### src/dsi_pkg.sv
// Package with register map, field layout, reset values and timing counts of the SPI port
package dsi_pkg;

   // ****************************************************************
   // Register map (byte addresses, one 32-bit word each)
   // ****************************************************************
   localparam logic [7:0] DSI_ADDR_CTRL  = 8'h00;
   localparam logic [7:0] DSI_ADDR_DATA  = 8'h04;
   localparam logic [7:0] DSI_ADDR_CFG   = 8'h08;
   localparam logic [7:0] DSI_ADDR_STAT  = 8'h0C;

   // ****************************************************************
   // Control register fields
   // ****************************************************************
   localparam int DSI_BIT_CKS  = 7;
   localparam int DSI_BIT_M1   = 6;
   localparam int DSI_BIT_M0   = 5;
   localparam int DSI_BIT_BUS_ENABLE_BIT = 4;
   localparam int DSI_BIT_MLS  = 3;
   localparam int DSI_BIT_SELECT_ENABLE = 2;
   localparam int DSI_BIT_WRITE_COLLISION_FLAG = 1;
   localparam int DSI_BIT_TRF  = 0;
   localparam logic [7:0] DSI_CTRL_RESET = 8'h60;

   // Configuration register fields (polarity, collision enable)
   localparam int DSI_BIT_CPOL    = 0;
   localparam int DSI_BIT_WRITE_COLLISION_FLAG_EN = 1;
   localparam logic [1:0] DSI_CFG_RESET = 2'h2;

   // ****************************************************************
   // Mode encodings and baud half-period counts (system clocks)
   // ****************************************************************
   typedef enum logic [1:0] {
      DSI_MODE_FAST  = 2'b00,
      DSI_MODE_MID   = 2'b01,
      DSI_MODE_SLOW  = 2'b10,
      DSI_MODE_SLAVE = 2'b11
   } dsi_mode_e;

   // Fast half period must outlast the input synchroniser delay, or the master samples a stale bit
   localparam logic [7:0] DSI_HALF_FAST = 8'h06;
   localparam logic [7:0] DSI_HALF_MID  = 8'h08;
   localparam logic [7:0] DSI_HALF_SLOW = 8'h20;
   localparam int         DSI_CKS_SHIFT = 2;
   localparam logic [3:0] DSI_WORD_BITS = 4'h8;
   localparam logic [4:0] DSI_HALF_STEPS = 5'h10;

   // Synchroniser lane order
   localparam int DSI_LANE_SDI  = 0;
   localparam int DSI_LANE_CS   = 1;
   localparam int DSI_LANE_SCLK = 2;

endpackage

### src/dsi_link_if.sv
// Interface carrying raw and synchronised pin levels between port core and synchroniser
`timescale 1ns/1ps
interface dsi_link_if #(
   parameter int LANES = 3
);
   logic [LANES-1:0] raw;
   logic [LANES-1:0] clean;

   modport sync (input raw, output clean);
   modport core (output raw, input clean);
endinterface

### src/dsi_sync.sv
// Three-stage pin synchroniser that accepts a change once stages two and three agree
`timescale 1ns/1ps
module dsi_sync
   import dsi_pkg::*;
#(
   parameter int LANES = 3
) (
   input  wire logic clk,
   input  wire logic rst,
   dsi_link_if.sync  link
);

   logic [LANES-1:0] stage1;
   logic [LANES-1:0] stage2;
   logic [LANES-1:0] stage3;

   // Shift chain; stage1 feeds stage2 only
   always_ff @(posedge clk) begin
      if (rst) begin
         stage1 <= '0;
         stage2 <= '0;
         stage3 <= '0;
      end else begin
         stage1 <= link.raw;
         stage2 <= stage1;
         stage3 <= stage2;
      end
   end

   // Accept a new level only when the late stages agree, filtering runt glitches
   always_ff @(posedge clk) begin
      if (rst) begin
         link.clean <= '0;
      end else begin
         for (int i = 0; i < LANES; i++) begin
            if (stage2[i] == stage3[i]) begin
               link.clean[i] <= stage3[i];
            end
         end
      end
   end

endmodule

### src/dsi_baud.sv
// Baud divider giving a one-cycle enable pulse every half period
`timescale 1ns/1ps
module dsi_baud
   import dsi_pkg::*;
(
   input  wire logic       clk,
   input  wire logic       rst,
   input  wire logic       run,
   input  wire logic [7:0] half,
   output logic            tick
);

   logic [7:0] count;

   // Up counter restarted while idle so the first half period is full length
   always_ff @(posedge clk) begin
      if (rst || !run) begin
         count <= 8'h00;
         tick  <= 1'b0;
      end else if (count >= half - 8'h01) begin
         count <= 8'h00;
         tick  <= 1'b1;
      end else begin
         count <= count + 8'h01;
         tick  <= 1'b0;
      end
   end

endmodule

### src/dsi_spi_port.sv
// SPI serial port core with APB register access, master clock generation and slave shifting
//
// Behaviour
// - Four lines: data in, out, clock, select
// - Select line active only when select enabled
// - Control register resets with mode bits set
// - Data register has no reset value
// - Data writes load shifter; reads return latch
// - Master data write starts the transfer
// - Done flag set after all bits shift
// - Slave shifts on each received clock
// - Enabled idle: output line high; a selected slave shows its first bit
// - Master idles clock at polarity; slave floats
// - Bus disabled: all four lines float
// - Master alone generates the serial clock
// - Mode 00/01/10 select master baud rates
// - Clock source bit picks master clock base
// - Bit order selects MSB or LSB first
// - Only master starts; full-duplex data
// - Write during transfer sets collision, dropped
// - Done flag low while master shifts
// - Done flag raises request; runs in power-down
`timescale 1ns/1ps
module dsi_spi_port
   import dsi_pkg::*;
(
   input  wire logic        clk,
   input  wire logic        rst,
   input  wire logic        psel,
   input  wire logic        penable,
   input  wire logic        pwrite,
   input  wire logic [7:0]  paddr,
   input  wire logic [31:0] pwdata,
   output logic [31:0]      prdata,
   output logic             pready,
   output logic             pslverr,
   input  wire logic        serial_in_line,
   output logic             serial_out_line,
   output logic             serial_out_oe,
   input  wire logic        serial_clock_in,
   output logic             serial_clock_out,
   output logic             serial_clock_oe,
   input  wire logic        slave_select_in,
   output logic             slave_select_out,
   output logic             slave_select_oe,
   output logic             serial_irq
);

   // ****************************************************************
   // Registers and state
   // ****************************************************************
   logic       clock_source_select;
   dsi_mode_e  mode;
   logic       bus_enable_bit;
   logic       bit_order_select;
   logic       select_enable_bit;
   logic       write_collision_flag;
   logic       transfer_done_flag;
   logic       cpol;
   logic       write_collision_flag_en;
   logic [7:0] serial_port_data;
   logic [7:0] shift_buffer;
   logic       sampled_bit;
   logic [4:0] half_step;
   logic [3:0] slave_bits;
   logic       master_busy;
   logic       sclk_prev;

   logic       is_master;
   logic       busy;
   logic       acc;
   logic       wr_en;
   logic       map_hit;
   logic       data_wr;
   logic       collide;
   logic       tick;
   logic [7:0] next_half;
   logic       slave_sel;
   logic       sclk_s;
   logic       lead_edge;
   logic       in_bit;
   logic       shift_now;
   logic       sample_now;
   logic       word_done;
   logic       out_bit;

   // ****************************************************************
   // Pin synchroniser and baud divider
   // ****************************************************************
   dsi_link_if #(.LANES(3)) link ();

   // Raw lanes in one assignment, clock lane on top; the core only looks at the clean copies
   assign link.raw = {serial_clock_in, slave_select_in, serial_in_line};

   dsi_sync #(.LANES(3)) u_sync (
      .clk  (clk),
      .rst  (rst),
      .link (link.sync)
   );

   // Half period from mode, stretched when the slow source is chosen
   always_comb begin
      case (mode)
         DSI_MODE_FAST: next_half = DSI_HALF_FAST;
         DSI_MODE_MID:  next_half = DSI_HALF_MID;
         DSI_MODE_SLOW: next_half = DSI_HALF_SLOW;
         default:       next_half = DSI_HALF_FAST;
      endcase
      if (clock_source_select) begin
         next_half = next_half << DSI_CKS_SHIFT;
      end
   end

   dsi_baud u_baud (
      .clk  (clk),
      .rst  (rst),
      .run  (master_busy),
      .half (next_half),
      .tick (tick)
   );

   // ****************************************************************
   // APB slave: one wait state so read data comes from a flop
   // ****************************************************************
   assign acc     = psel && penable && pready;
   assign wr_en   = acc && pwrite;
   assign map_hit = (paddr == DSI_ADDR_CTRL) || (paddr == DSI_ADDR_DATA) ||
                    (paddr == DSI_ADDR_CFG)  || (paddr == DSI_ADDR_STAT);
   assign data_wr = wr_en && (paddr == DSI_ADDR_DATA) && bus_enable_bit;

   // Answer and read mux; reading has no side effects
   always_ff @(posedge clk) begin
      if (rst) begin
         pready  <= 1'b0;
         pslverr <= 1'b0;
         prdata  <= 32'h00000000;
      end else begin
         pready  <= psel && penable && !pready;
         pslverr <= psel && penable && !pready && !map_hit;
         case (paddr)
            DSI_ADDR_CTRL: prdata <= {24'h000000, clock_source_select, mode, bus_enable_bit,
                                      bit_order_select, select_enable_bit, write_collision_flag,
                                      transfer_done_flag};
            DSI_ADDR_DATA: prdata <= {24'h000000, serial_port_data};
            DSI_ADDR_CFG:  prdata <= {30'h00000000, write_collision_flag_en, cpol};
            DSI_ADDR_STAT: prdata <= {27'h0000000, busy, slave_bits};
            default:       prdata <= 32'h00000000;
         endcase
      end
   end

   // Configuration; control fields written by software
   always_ff @(posedge clk) begin
      if (rst) begin
         clock_source_select <= DSI_CTRL_RESET[DSI_BIT_CKS];
         mode                <= dsi_mode_e'(DSI_CTRL_RESET[DSI_BIT_M1:DSI_BIT_M0]);
         bus_enable_bit      <= DSI_CTRL_RESET[DSI_BIT_BUS_ENABLE_BIT];
         bit_order_select    <= DSI_CTRL_RESET[DSI_BIT_MLS];
         select_enable_bit   <= DSI_CTRL_RESET[DSI_BIT_SELECT_ENABLE];
         cpol                <= DSI_CFG_RESET[DSI_BIT_CPOL];
         write_collision_flag_en             <= DSI_CFG_RESET[DSI_BIT_WRITE_COLLISION_FLAG_EN];
      end else if (wr_en) begin
         if (paddr == DSI_ADDR_CTRL) begin
            clock_source_select <= pwdata[DSI_BIT_CKS];
            mode                <= dsi_mode_e'(pwdata[DSI_BIT_M1:DSI_BIT_M0]);
            bus_enable_bit      <= pwdata[DSI_BIT_BUS_ENABLE_BIT];
            bit_order_select    <= pwdata[DSI_BIT_MLS];
            select_enable_bit   <= pwdata[DSI_BIT_SELECT_ENABLE];
         end else if (paddr == DSI_ADDR_CFG) begin
            cpol    <= pwdata[DSI_BIT_CPOL];
            write_collision_flag_en <= pwdata[DSI_BIT_WRITE_COLLISION_FLAG_EN];
         end
      end
   end

   // ****************************************************************
   // Transfer control
   // ****************************************************************
   assign is_master = (mode != DSI_MODE_SLAVE);
   assign busy      = master_busy || (slave_bits != 4'h0);
   assign collide   = data_wr && busy;

   // Slave selection: select line gates only when enabled
   assign slave_sel  = !select_enable_bit || !link.clean[DSI_LANE_CS];
   assign sclk_s     = link.clean[DSI_LANE_SCLK];
   assign lead_edge  = slave_sel && (sclk_prev == cpol) && (sclk_s != cpol);

   // Master: even half steps sample, odd ones shift. Slave samples and shifts at the seen
   // leading edge: waiting for the trailing edge would put the next bit out too late
   assign sample_now = is_master ? (master_busy && tick && !half_step[0])
                                 : (bus_enable_bit && lead_edge);
   assign shift_now  = is_master ? (master_busy && tick && half_step[0])
                                 : (bus_enable_bit && lead_edge);
   assign in_bit     = is_master ? sampled_bit : link.clean[DSI_LANE_SDI];
   assign word_done  = shift_now && (is_master ? (half_step == DSI_HALF_STEPS - 5'h01)
                                               : (slave_bits == DSI_WORD_BITS - 4'h1));
   assign out_bit    = bit_order_select ? shift_buffer[0] : shift_buffer[7];

   // Edge history of the clean serial clock
   always_ff @(posedge clk) begin
      if (rst) begin
         sclk_prev <= 1'b0;
      end else begin
         sclk_prev <= sclk_s;
      end
   end

   // Master sequencing: a data write alone starts clocking
   always_ff @(posedge clk) begin
      if (rst || !bus_enable_bit) begin
         master_busy <= 1'b0;
         half_step   <= 5'h00;
      end else if (is_master && data_wr && !busy) begin
         master_busy <= 1'b1;
         half_step   <= 5'h00;
      end else if (master_busy && tick) begin
         if (word_done) begin
            master_busy <= 1'b0;
            half_step   <= 5'h00;
         end else begin
            half_step <= half_step + 5'h01;
         end
      end
   end

   // Slave bit count; deselect aborts a partial word
   always_ff @(posedge clk) begin
      if (rst || !bus_enable_bit || is_master || !slave_sel) begin
         slave_bits <= 4'h0;
      end else if (word_done) begin
         slave_bits <= 4'h0;
      end else if (shift_now) begin
         slave_bits <= slave_bits + 4'h1;
      end
   end

   // Shift buffer: loaded by data writes, sample then shift for full duplex
   always_ff @(posedge clk) begin
      if (data_wr && !busy) begin
         shift_buffer <= pwdata[7:0];
      end else if (shift_now) begin
         if (bit_order_select) begin
            shift_buffer <= {in_bit, shift_buffer[7:1]};
         end else begin
            shift_buffer <= {shift_buffer[6:0], in_bit};
         end
      end
   end

   // Input bit captured on the leading edge
   always_ff @(posedge clk) begin
      if (rst) begin
         sampled_bit <= 1'b0;
      end else if (sample_now) begin
         sampled_bit <= link.clean[DSI_LANE_SDI];
      end
   end

   // Readable data latch; deliberately no reset value
   always_ff @(posedge clk) begin
      if (word_done) begin
         if (bit_order_select) begin
            serial_port_data <= {in_bit, shift_buffer[7:1]};
         end else begin
            serial_port_data <= {shift_buffer[6:0], in_bit};
         end
      end
   end

   // Status flags: hardware set wins over a software clear in the same cycle
   always_ff @(posedge clk) begin
      if (rst || !bus_enable_bit) begin
         transfer_done_flag   <= 1'b0;
         write_collision_flag <= 1'b0;
      end else begin
         if (word_done) begin
            transfer_done_flag <= 1'b1;
         end else if (data_wr && !busy) begin
            transfer_done_flag <= 1'b0;
         end else if (wr_en && paddr == DSI_ADDR_CTRL && !pwdata[DSI_BIT_TRF]) begin
            transfer_done_flag <= 1'b0;
         end
         if (collide && write_collision_flag_en) begin
            write_collision_flag <= 1'b1;
         end else if (wr_en && paddr == DSI_ADDR_CTRL && !pwdata[DSI_BIT_WRITE_COLLISION_FLAG]) begin
            write_collision_flag <= 1'b0;
         end
      end
   end

   // Request follows the done flag; nothing here depends on a core clock gate
   always_ff @(posedge clk) begin
      if (rst || !bus_enable_bit) begin
         serial_irq <= 1'b0;
      end else begin
         serial_irq <= word_done || (transfer_done_flag &&
                       !(wr_en && paddr == DSI_ADDR_CTRL && !pwdata[DSI_BIT_TRF]));
      end
   end

   // ****************************************************************
   // Pin drivers, all registered
   // ****************************************************************
   always_ff @(posedge clk) begin
      if (rst || !bus_enable_bit) begin
         serial_out_line  <= 1'b1;
         serial_out_oe    <= 1'b0;
         serial_clock_out <= 1'b0;
         serial_clock_oe  <= 1'b0;
         slave_select_out <= 1'b1;
         slave_select_oe  <= 1'b0;
      end else begin
         serial_out_oe   <= 1'b1;
         serial_clock_oe <= is_master;
         slave_select_oe <= is_master && select_enable_bit;
         slave_select_out <= !master_busy;
         // High again as the word ends; a selected slave shows its first bit early
         if ((busy || (!is_master && slave_sel)) && !word_done) begin
            serial_out_line <= out_bit;
         end else begin
            serial_out_line <= 1'b1;
         end
         if (master_busy && tick) begin
            serial_clock_out <= half_step[0] ? cpol : !cpol;
         end else if (!master_busy) begin
            serial_clock_out <= cpol;
         end
      end
   end

endmodule

### config.mk
export PLATFORM = sky130hd
export DESIGN_NAME = dsi_spi_port
export DESIGN_NICKNAME = d
export VERILOG_FILES = /design/src/dsi_pkg.sv /design/src/dsi_link_if.sv /design/src/dsi_sync.sv /design/src/dsi_baud.sv /design/src/dsi_spi_port.sv
export SDC_FILE = /design/constraint.sdc
export NUM_CORES = 1
export LEC_CHECK = 0
export ABC_AREA = 1
export BUFFER_PORTS_ARGS = -buffer_cell sky130_fd_sc_hd__buf_2
export CAP_MARGIN = 25
export CORE_UTILIZATION = 40
export CTS_CLUSTER_DIAMETER = 80
export CTS_CLUSTER_SIZE = 25
export DETAILED_ROUTE_END_ITERATION = 10
export PLACE_DENSITY = 0.71
export SETUP_SLACK_MARGIN = 0.15
export SYNTH_ARGS = -nofsm -noshare
export SYNTH_HDL_FRONTEND = slang
export SYNTH_SLANG_ARGS = --single-unit
### constraint.sdc
create_clock -name clk -period 5.07 [get_ports clk]
set_input_delay 1.014 -clock clk [delete_from_list [all_inputs] [get_ports clk]]
set_output_delay 1.014 -clock clk [all_outputs]
set_load 0.02 [all_outputs]
==> impl_metrics.json, run 1 <==
{
  "slowest_delay_ps": 420,
  "worstSetupPathType": "reg2reg",
  "netlist_instances": 458,
  "power_density_nw_per_um2": 285,
  "io_pins": 89,
  "yosysUniqueCellTypes": 35,
  "die_area_um2": 9540,
  "tns_ps": 0,
  "yosysTopAreaCell": "dfxtp_1",
  "io_buffers": 40,
  "holdPathStages": 2,
  "yosys_warnings": 0,
  "fillers": 869,
  "timing.max_cap.violations": 0,
  "path_clk_slew_ps": 80,
  "gr-total-overflow": 0,
  "htreeDepth": 3,
  "wl_per_cell_um": 12.5,
  "finalHoldViolCount": 0,
  "cts_tree": "built",
  "crit_top_cell": "nor2_1",
  "drive_gt1_share_pct": 16.2,
  "cts-root-buf": "clkbuf_8",
  "violations": "DRC",
  "syn_area_um2": 3660,
  "vias_per_cell": 4.84,
  "synth_area_leaders": "dfxtp_1, edfxtp_1, nand2_1, ha_1, nor2_1",
  "rsz0062_at_grt": "no",
  "synth_flop_cell": "dfxtp_1",
  "power.total_mw": 1.16,
  "post-route-util_pct": 46.3,
  "place_ws_ps": 2170,
  "nets": 565,
  "cts_setup_buffers": 0,
  "start_util_pct": 41.6,
  "end_kind": "flip-flop",
  "layout_min_cycle_time_ps": 2580,
  "hp-class": "reg2reg",
  "synth_async_sr_flop_share_pct": 0,
  "area_growth_pct": 11.5,
  "cts_resized": 0,
  "insertion_delay_ps": 350,
  "syn_area_per_cell_um2": 7.99,
  "critPathMaxFanout": 8,
  "finalSetupViolations": 0,
  "grt_util_all_layers_pct": 17.1,
  "hpwl_um": 5740,
  "grt_pass1_wl_um": 12800,
  "cp.depth": 12,
  "core-area_um2": 8810,
  "fin_skew_ps": 10.7,
  "dieWidth_um": 97.7,
  "ir_drop_uv": 177,
  "leakage_nw": 1.83,
  "cts_buffer_depth": 2,
  "path_delay_family": "simple AND/OR/NAND/NOR gates",
  "worst-path-buf-inv": 2,
  "clock-sinks": 76,
  "die_height_um": 97.7,
  "finalInstanceArea_um2": 4080,
  "antenna_cells": 0,
  "cp.required_ps": 5340,
  "drc": 9,
  "rr_worst_depth": 12,
  "synth-seq-cells": 76,
  "finalCritPeriodShare_pct": 51.0,
  "arrival_ps": 2860,
  "synth_edf_count": 16,
  "synthMostInstantiatedCell": "nand2_1",
  "path_cells": "inv_1 -> ha_1 -> nor2_1 -> inv_1 -> o21ai_0 -> o22ai_1 -> ha_1 -> nand2_1 -> nor2_1 -> nor3_1 -> nand3_1 -> nor2_1",
  "ant_nets": 0,
  "synth_top_area_share_pct": 32.8,
  "std_cell_rows": 34,
  "first_global_vias": 2807,
  "synth-seq-area-share_pct": 45.9,
  "max_freq_mhz": 387,
  "gp_congestion": 0.844,
  "drt_iter0_drc": 193,
  "slew_violations": 0,
  "place_area_um2": 3860,
  "grt_max_degree": 21,
  "cts_buffers": 9,
  "antenna_found_initial": 0,
  "cp_slowest_cell": "dfxtp_1",
  "routed_wl_um": 7700,
  "critPathLaunchType": "flip-flop",
  "synth_common_cells": "nand2_1, dfxtp_1, nor2_1",
  "first_pass_iters": 9,
  "cts_hold_repair.buffers": 0,
  "status": "finished with violations",
  "vias": 2969,
  "fin_ws_ps": 2490
}
-- power breakdown --
group	total (mW)	switching, mW	internal (mW)
Sequential	0.619	0.00140	0.617
Combinational	0.0449	0.0338	0.0111
Clock	0.499	0.229	0.271
-- state kept, by name, summed over array words and instances (netlist names), 2 cells and up --
register / flops
half_step: 5
mode: 2
prdata: 8
serial_port_data: 8
shift_buffer: 8
slave_bits: 4
u_baud.count: 8
u_sync.link.clean: 3
u_sync.stage1: 3
u_sync.stage2: 3
u_sync.stage3: 3
-- logic make-up after synthesis --
kind of cell / after synthesis / share of synthesized area (%)
flops: 76 / 45.9
xor+xnor: 10 / 2.39
other cells: 1 / 0.102
compound gates: 51 / 7.73
buf+inv: 80 / 11.1
simple gates: 224 / 27.3
fa+ha+maj: 16 / 5.47
-- metrics by stage --
stage / hold slack [ps] / cells
4_1_cts: 409 / 614
5_1_grt: 427 / 614
3_5_place_dp: 395 / 598
3_3_place_gp: 390 / 598
6_report: 407 / 614
2_1_floorplan: 388 / 481
-- cell type report --
type | count | area [um^2] | area share [%]
clock inverter | 5 | 56.3 | 1.38
clock buffer | 11 | 163 | 3.99
multi-input combinational | 325 | 1660 | 40.7
timing repair buffer | 40 | 200 | 4.91
inverter | 49 | 184 | 4.51
sequential | 76 | 1680 | 41.2
tap | 108 | 135 | 3.31
-- per-layer routing --
| layer | track usage, % | wire (um) | vias up |
|---|---|---|---|
| met5 | 0 | 0 | - |
| met4 | 6.99 | 119 | 0 |
| met3 | 3.96 | 290 | 10 |
| met2 | 30.2 | 3850 | 77 |
| met1 | 19.8 | 3440 | 1383 |
| li1 | - | - | 1499 |
-- worst reg2reg max path, stage by stage (launching register included) --
cell and delay (ps):
dfxtp_1 420, inv_1 110, ha_1 350, nor2_1 160, inv_1 90, o21ai_0 180, o22ai_1 120, ha_1 310
nand2_1 100, nor2_1 60, nor3_1 160, nand3_1 280, nor2_1 180
-- cells in the final DEF (no fill, tap or decap), types with 5 or more instances in the layout --
cell type and instances:
nand2_1 113, dfxtp_1 60, nor2_1 53, inv_1 44, buf_2 40, nand3_1 26
a21oi_1 25, conb_1 24, ha_1 16, edfxtp_1 16, o21ai_0 15, clkbuf_8 10
nand2_2 7, xor2_1 6, nor3_1 5
-- path summary, 6_finish.rpt --
path | start | endpoint | slack, ps
max reg2reg | mode[0] | u_baud.count[6] | 2490
max | mode[0] | u_baud.count[6] | 2490
min | u_sync.stage1[1] | u_sync.stage2[1] | 410
min reg2reg | u_sync.stage1[1] | u_sync.stage2[1] | 410
No activity file was read; power rests on OpenSTA's default activity.
==> run 2, diff against run 1 <==
Settings changed: PLACE_DENSITY 0.71 to 0.73.
Clock period 5.07 ns to 2.2 ns, I/O delays scaled along.
==> impl_metrics.json, run 2 (synthesis results as in run 1) <==
{
  "routed_wl_um": 7660,
  "area_growth_pct": 17.0,
  "wl_per_cell_um": 12.2,
  "vias": 2965,
  "worstSetupPathType": "reg2reg",
  "ir_drop_uv": 409,
  "timing.max_cap.violations": 0,
  "cts_buffer_depth": 2,
  "fin_ws_ps": 118,
  "post-route-util_pct": 48.6,
  "grt_util_all_layers_pct": 16.8,
  "max_freq_mhz": 480,
  "first_pass_iters": 10,
  "first_global_vias": 2704,
  "path_clk_slew_ps": 90,
  "slew_violations": 0,
  "io_pins": 89,
  "dieWidth_um": 97.7,
  "nets": 579,
  "arrival_ps": 2380,
  "fillers": 844,
  "grt_max_degree": 16,
  "fin_skew_ps": 14.6,
  "antenna_cells": 0,
  "finalHoldViolCount": 0,
  "violations": "DRC",
  "place_ws_ps": -5.90,
  "core-area_um2": 8810,
  "drc": 12,
  "cts-root-buf": "clkbuf_8",
  "cts_buffers": 9,
  "holdPathStages": 3,
  "die_height_um": 97.7,
  "finalCritPeriodShare_pct": 94.6,
  "hp-class": "in2reg",
  "critPathLaunchType": "flip-flop",
  "drt_iter0_drc": 162,
  "vias_per_cell": 4.72,
  "cts_tree": "built",
  "critPathMaxFanout": 8,
  "drive_gt1_share_pct": 22.9,
  "layout_min_cycle_time_ps": 2080,
  "rr_worst_depth": 12,
  "finalSetupViolations": 0,
  "power.total_mw": 2.60,
  "clock-sinks": 76,
  "status": "finished with violations",
  "grt_pass1_wl_um": 12400,
  "htreeDepth": 3,
  "mostFrequentLayoutCells": "nand2_1, dfxtp_1, nor2_1",
  "die_area_um2": 9540,
  "std_cell_rows": 34,
  "insertion_delay_ps": 370,
  "start_util_pct": 41.6,
  "dp_cells": 603,
  "antenna_found_initial": 0,
  "leakage_nw": 1.88,
  "end_kind": "flip-flop",
  "final_common_cell": "nand2_1",
  "fin_cells": 628,
  "io_buffers": 40,
  "hpwl_um": 5590,
  "ant_nets": 0,
  "gr-total-overflow": 0,
  "power_density_nw_per_um2": 607,
  "rsz0062_at_grt": "yes",
  "cp.required_ps": 2500,
  "tns_ps": 0,
  "gp_congestion": 0.816
}
run 2: changes by cell type in the layout (fill, tap and decap cells not counted), sizes merged:
| cell | before | now |
|---|---|---|
| buf | 40 | 54 |
| clkinvlp | 0 | 2 |
| bufinv | 1 | 0 |
| clkbuf | 11 | 10 |
| clkinv | 4 | 3 |
| inv | 49 | 50 |
run 2: layer usage:
layer / vias up / GRT usage, % / routed length, um
met3: 15 / 2.88 / 371
met5: - / 0 / 0
met2: 79 / 28.6 / 3720
li1: 1530 / - / -
met1: 1341 / 19.9 / 3400
met4: 0 / 9.32 / 176
run 2: per-stage QoR:
stage | hold WS, ps | cell area [um^2]
after floorplan | 388 | 3760
final | 268 | 4280
after global placement | 393 | 3910
after detailed placement | 401 | 3910
after CTS | 259 | 4200
after global routing | 261 | 4280
run 2: power breakdown:
group | total [mW] | switching [mW] | leakage [nW] | internal [mW]
combinational | 0.106 | 0.0794 | 1.15 | 0.0270
sequential | 1.42 | 0.00341 | 0.631 | 1.42
clock | 1.07 | 0.574 | 0.101 | 0.497
run 2: worst max-delay path, stage by stage, from the launching register on:
cell and delay [ps]:
dfxtp_4 360, buf_4 150, ha_4 160, nor2_4 110
inv_2 50, o22ai_1 150, inv_1 70, ha_1 290
nand2_2 90, nor2_2 50, nor3_2 210, nand3_2 200
nor2_1 140
run 2: what timing repair did:
item                                    CTS  global route
cloned                                    0             0
pin swaps                                 9            14
endpoints found under the hold margin     0             0
endpoints found under the setup margin    9            17
hold buffers                              0             0
gates resized for setup                  14            19
setup buffers                             5             4
run 2: layout make-up:
class | count | area (um^2) | share of cell area [%]
multi-input combinational | 325 | 1750 | 40.9
clock buffer | 10 | 149 | 3.48
timing repair buffer | 54 | 309 | 7.22
sequential | 76 | 1690 | 39.4
tap | 108 | 135 | 3.16
clock inverter | 6 | 53.8 | 1.26
inverter | 49 | 195 | 4.56
run 2: path summary, 6_finish.rpt:
check	startpoint	to	slack (ps)
worst max-delay path	mode[0]	u_baud.count[2]	120
worst min-delay path	serial_in_line	u_sync.stage1[0]	270
worst max register to register	mode[0]	u_baud.count[2]	120
worst min register to register	u_sync.stage1[1]	u_sync.stage2[1]	410
==> run 3, diff against run 2 <==
Settings changed: CTS_CLUSTER_DIAMETER 80 to 60, GPL_ROUTABILITY_DRIVEN set to 0, RECOVER_POWER set to 25.
==> impl_metrics.json, run 3 (synthesis results as in run 1) <==
{
  "finalCritPeriodShare_pct": 94.6,
  "cp_slowest_cell": "dfxtp_4",
  "clock-sinks": 76,
  "finalHoldViolCount": 0,
  "hpwl_um": 5590,
  "status": "finished with violations",
  "tns_ps": 0,
  "path_cells": "buf_4 -> ha_4 -> nor2_4 -> inv_2 -> o22ai_1 -> inv_1 -> ha_1 -> nand2_2 -> nor2_2 -> nor3_2 -> nand3_2 -> nor2_1",
  "rr_worst_depth": 12,
  "slowest_delay_ps": 360,
  "critPathMaxFanout": 8,
  "ant_nets": 0,
  "post-route-util_pct": 48.4,
  "power.total_mw": 2.60,
  "fin_ws_ps": 118,
  "relSlewSlack_pct": 57.9,
  "rsz0062_at_grt": "yes",
  "die_height_um": 97.7,
  "path_delay_family": "simple AND/OR/NAND/NOR gates",
  "max_freq_mhz": 480,
  "fin_skew_ps": 13.7,
  "antenna_found_initial": 0,
  "final_common_cell": "nand2_1",
  "grt_max_degree": 16,
  "slew_violations": 0,
  "power_density_nw_per_um2": 609,
  "grt_util_all_layers_pct": 16.8,
  "cp.required_ps": 2500,
  "cts_buffers": 9,
  "std_cell_rows": 34,
  "arrival_ps": 2380,
  "first_global_vias": 2704,
  "dieWidth_um": 97.7,
  "path_clk_slew_ps": 90,
  "critPathLaunchType": "flip-flop",
  "routed_wl_um": 7650,
  "drt_iter0_drc": 163,
  "drive_gt1_share_pct": 21.7,
  "violations": "DRC",
  "grt_pass1_wl_um": 12400,
  "timing.max_cap.violations": 0,
  "rrSetupSlack_ps": 120,
  "antenna_cells": 0,
  "drc": 12,
  "first_pass_iters": 10,
  "wl_per_cell_um": 12.2,
  "io_buffers": 40,
  "vias": 2996,
  "cts_tree": "built",
  "end_kind": "flip-flop",
  "leakage_nw": 1.87,
  "ir_drop_uv": 409,
  "start_util_pct": 41.6,
  "worstMarginPinSlew_ps": 631,
  "nets": 579,
  "hp-class": "in2reg",
  "area_growth_pct": 16.5,
  "htreeDepth": 3,
  "place_ws_ps": -5.90,
  "core-area_um2": 8810,
  "die_area_um2": 9540,
  "io_pins": 89,
  "worstSetupPathType": "reg2reg",
  "cp.depth": 12,
  "mostFrequentLayoutCells": "nand2_1, dfxtp_1, nor2_1",
  "insertion_delay_ps": 370,
  "holdPathStages": 3,
  "fillers": 848,
  "vias_per_cell": 4.77,
  "finalSetupViolations": 0,
  "gr-total-overflow": 0,
  "cts_buffer_depth": 2,
  "cts-root-buf": "clkbuf_8",
  "layout_min_cycle_time_ps": 2080,
  "worst-path-buf-inv": 3
}
==> run 3: changes by cell type in the layout (fill, tap and decap cells not counted), sizes merged <==
cell and delta:
buf -4, clkbuf +4
==> run 3: repair_timing <==
action	in CTS	in global routing
setup endpoints to repair	9	17
setup buffers	5	4
hold buffers	0	0
gates resized for setup	14	19
pin swaps	9	14
endpoints found under the hold margin	0	0
==> run 3: area by class of cell <==
class	count	area, um^2	share of cell area (%)
flip-flops and latches	76	1690	39.6
repair buffers	54	299	7.01
multi-input cells	325	1740	40.9
clock inverters	6	53.8	1.26
clock buffers	10	149	3.49
inverters	49	195	4.58
well taps	108	135	3.17
==> run 3: worst paths after layout <==
check	endpoint	startpoint
worst max-delay path	u_baud.count[2]	mode[0]
worst min-delay path	u_sync.stage1[0]	serial_in_line
worst max register to register	u_baud.count[2]	mode[0]
worst min register to register	u_sync.stage2[1]	u_sync.stage1[1]
==> run 3: where the power goes <==
group	switching, mW	internal [mW]	total [mW]
Sequential	0.00341	1.42	1.42
Clock	0.571	0.497	1.07
Combinational	0.0787	0.0257	0.104
==> run 3: routing by layer <==
layer | GRT usage [%] | share of wire [%]
met5 | 0 | 0
met4 | 9.32 | 2.5
met1 | 19.9 | 44
met2 | 28.6 | 49
met3 | 2.88 | 4.9
==> run 3: worst register-to-register path, cell delays in order, from the launching register on <==
cell	delay [ps]
dfxtp_4	360
buf_4	150
ha_4	160
nor2_4	110
inv_2	50
o22ai_1	150
inv_1	70
ha_1	290
nand2_2	90
nor2_2	50
nor3_2	210
nand3_2	200
nor2_1	140
==> run 3: stage by stage <==
stage / hold slack [ps] / cell area [um^2] / cells
floorplan: 388 / 3760 / 481
global placement: 393 / 3910 / 603
detailed placement: 401 / 3910 / 603
CTS: 259 / 4200 / 624
global route: 261 / 4260 / 628
finish: 269 / 4260 / 628
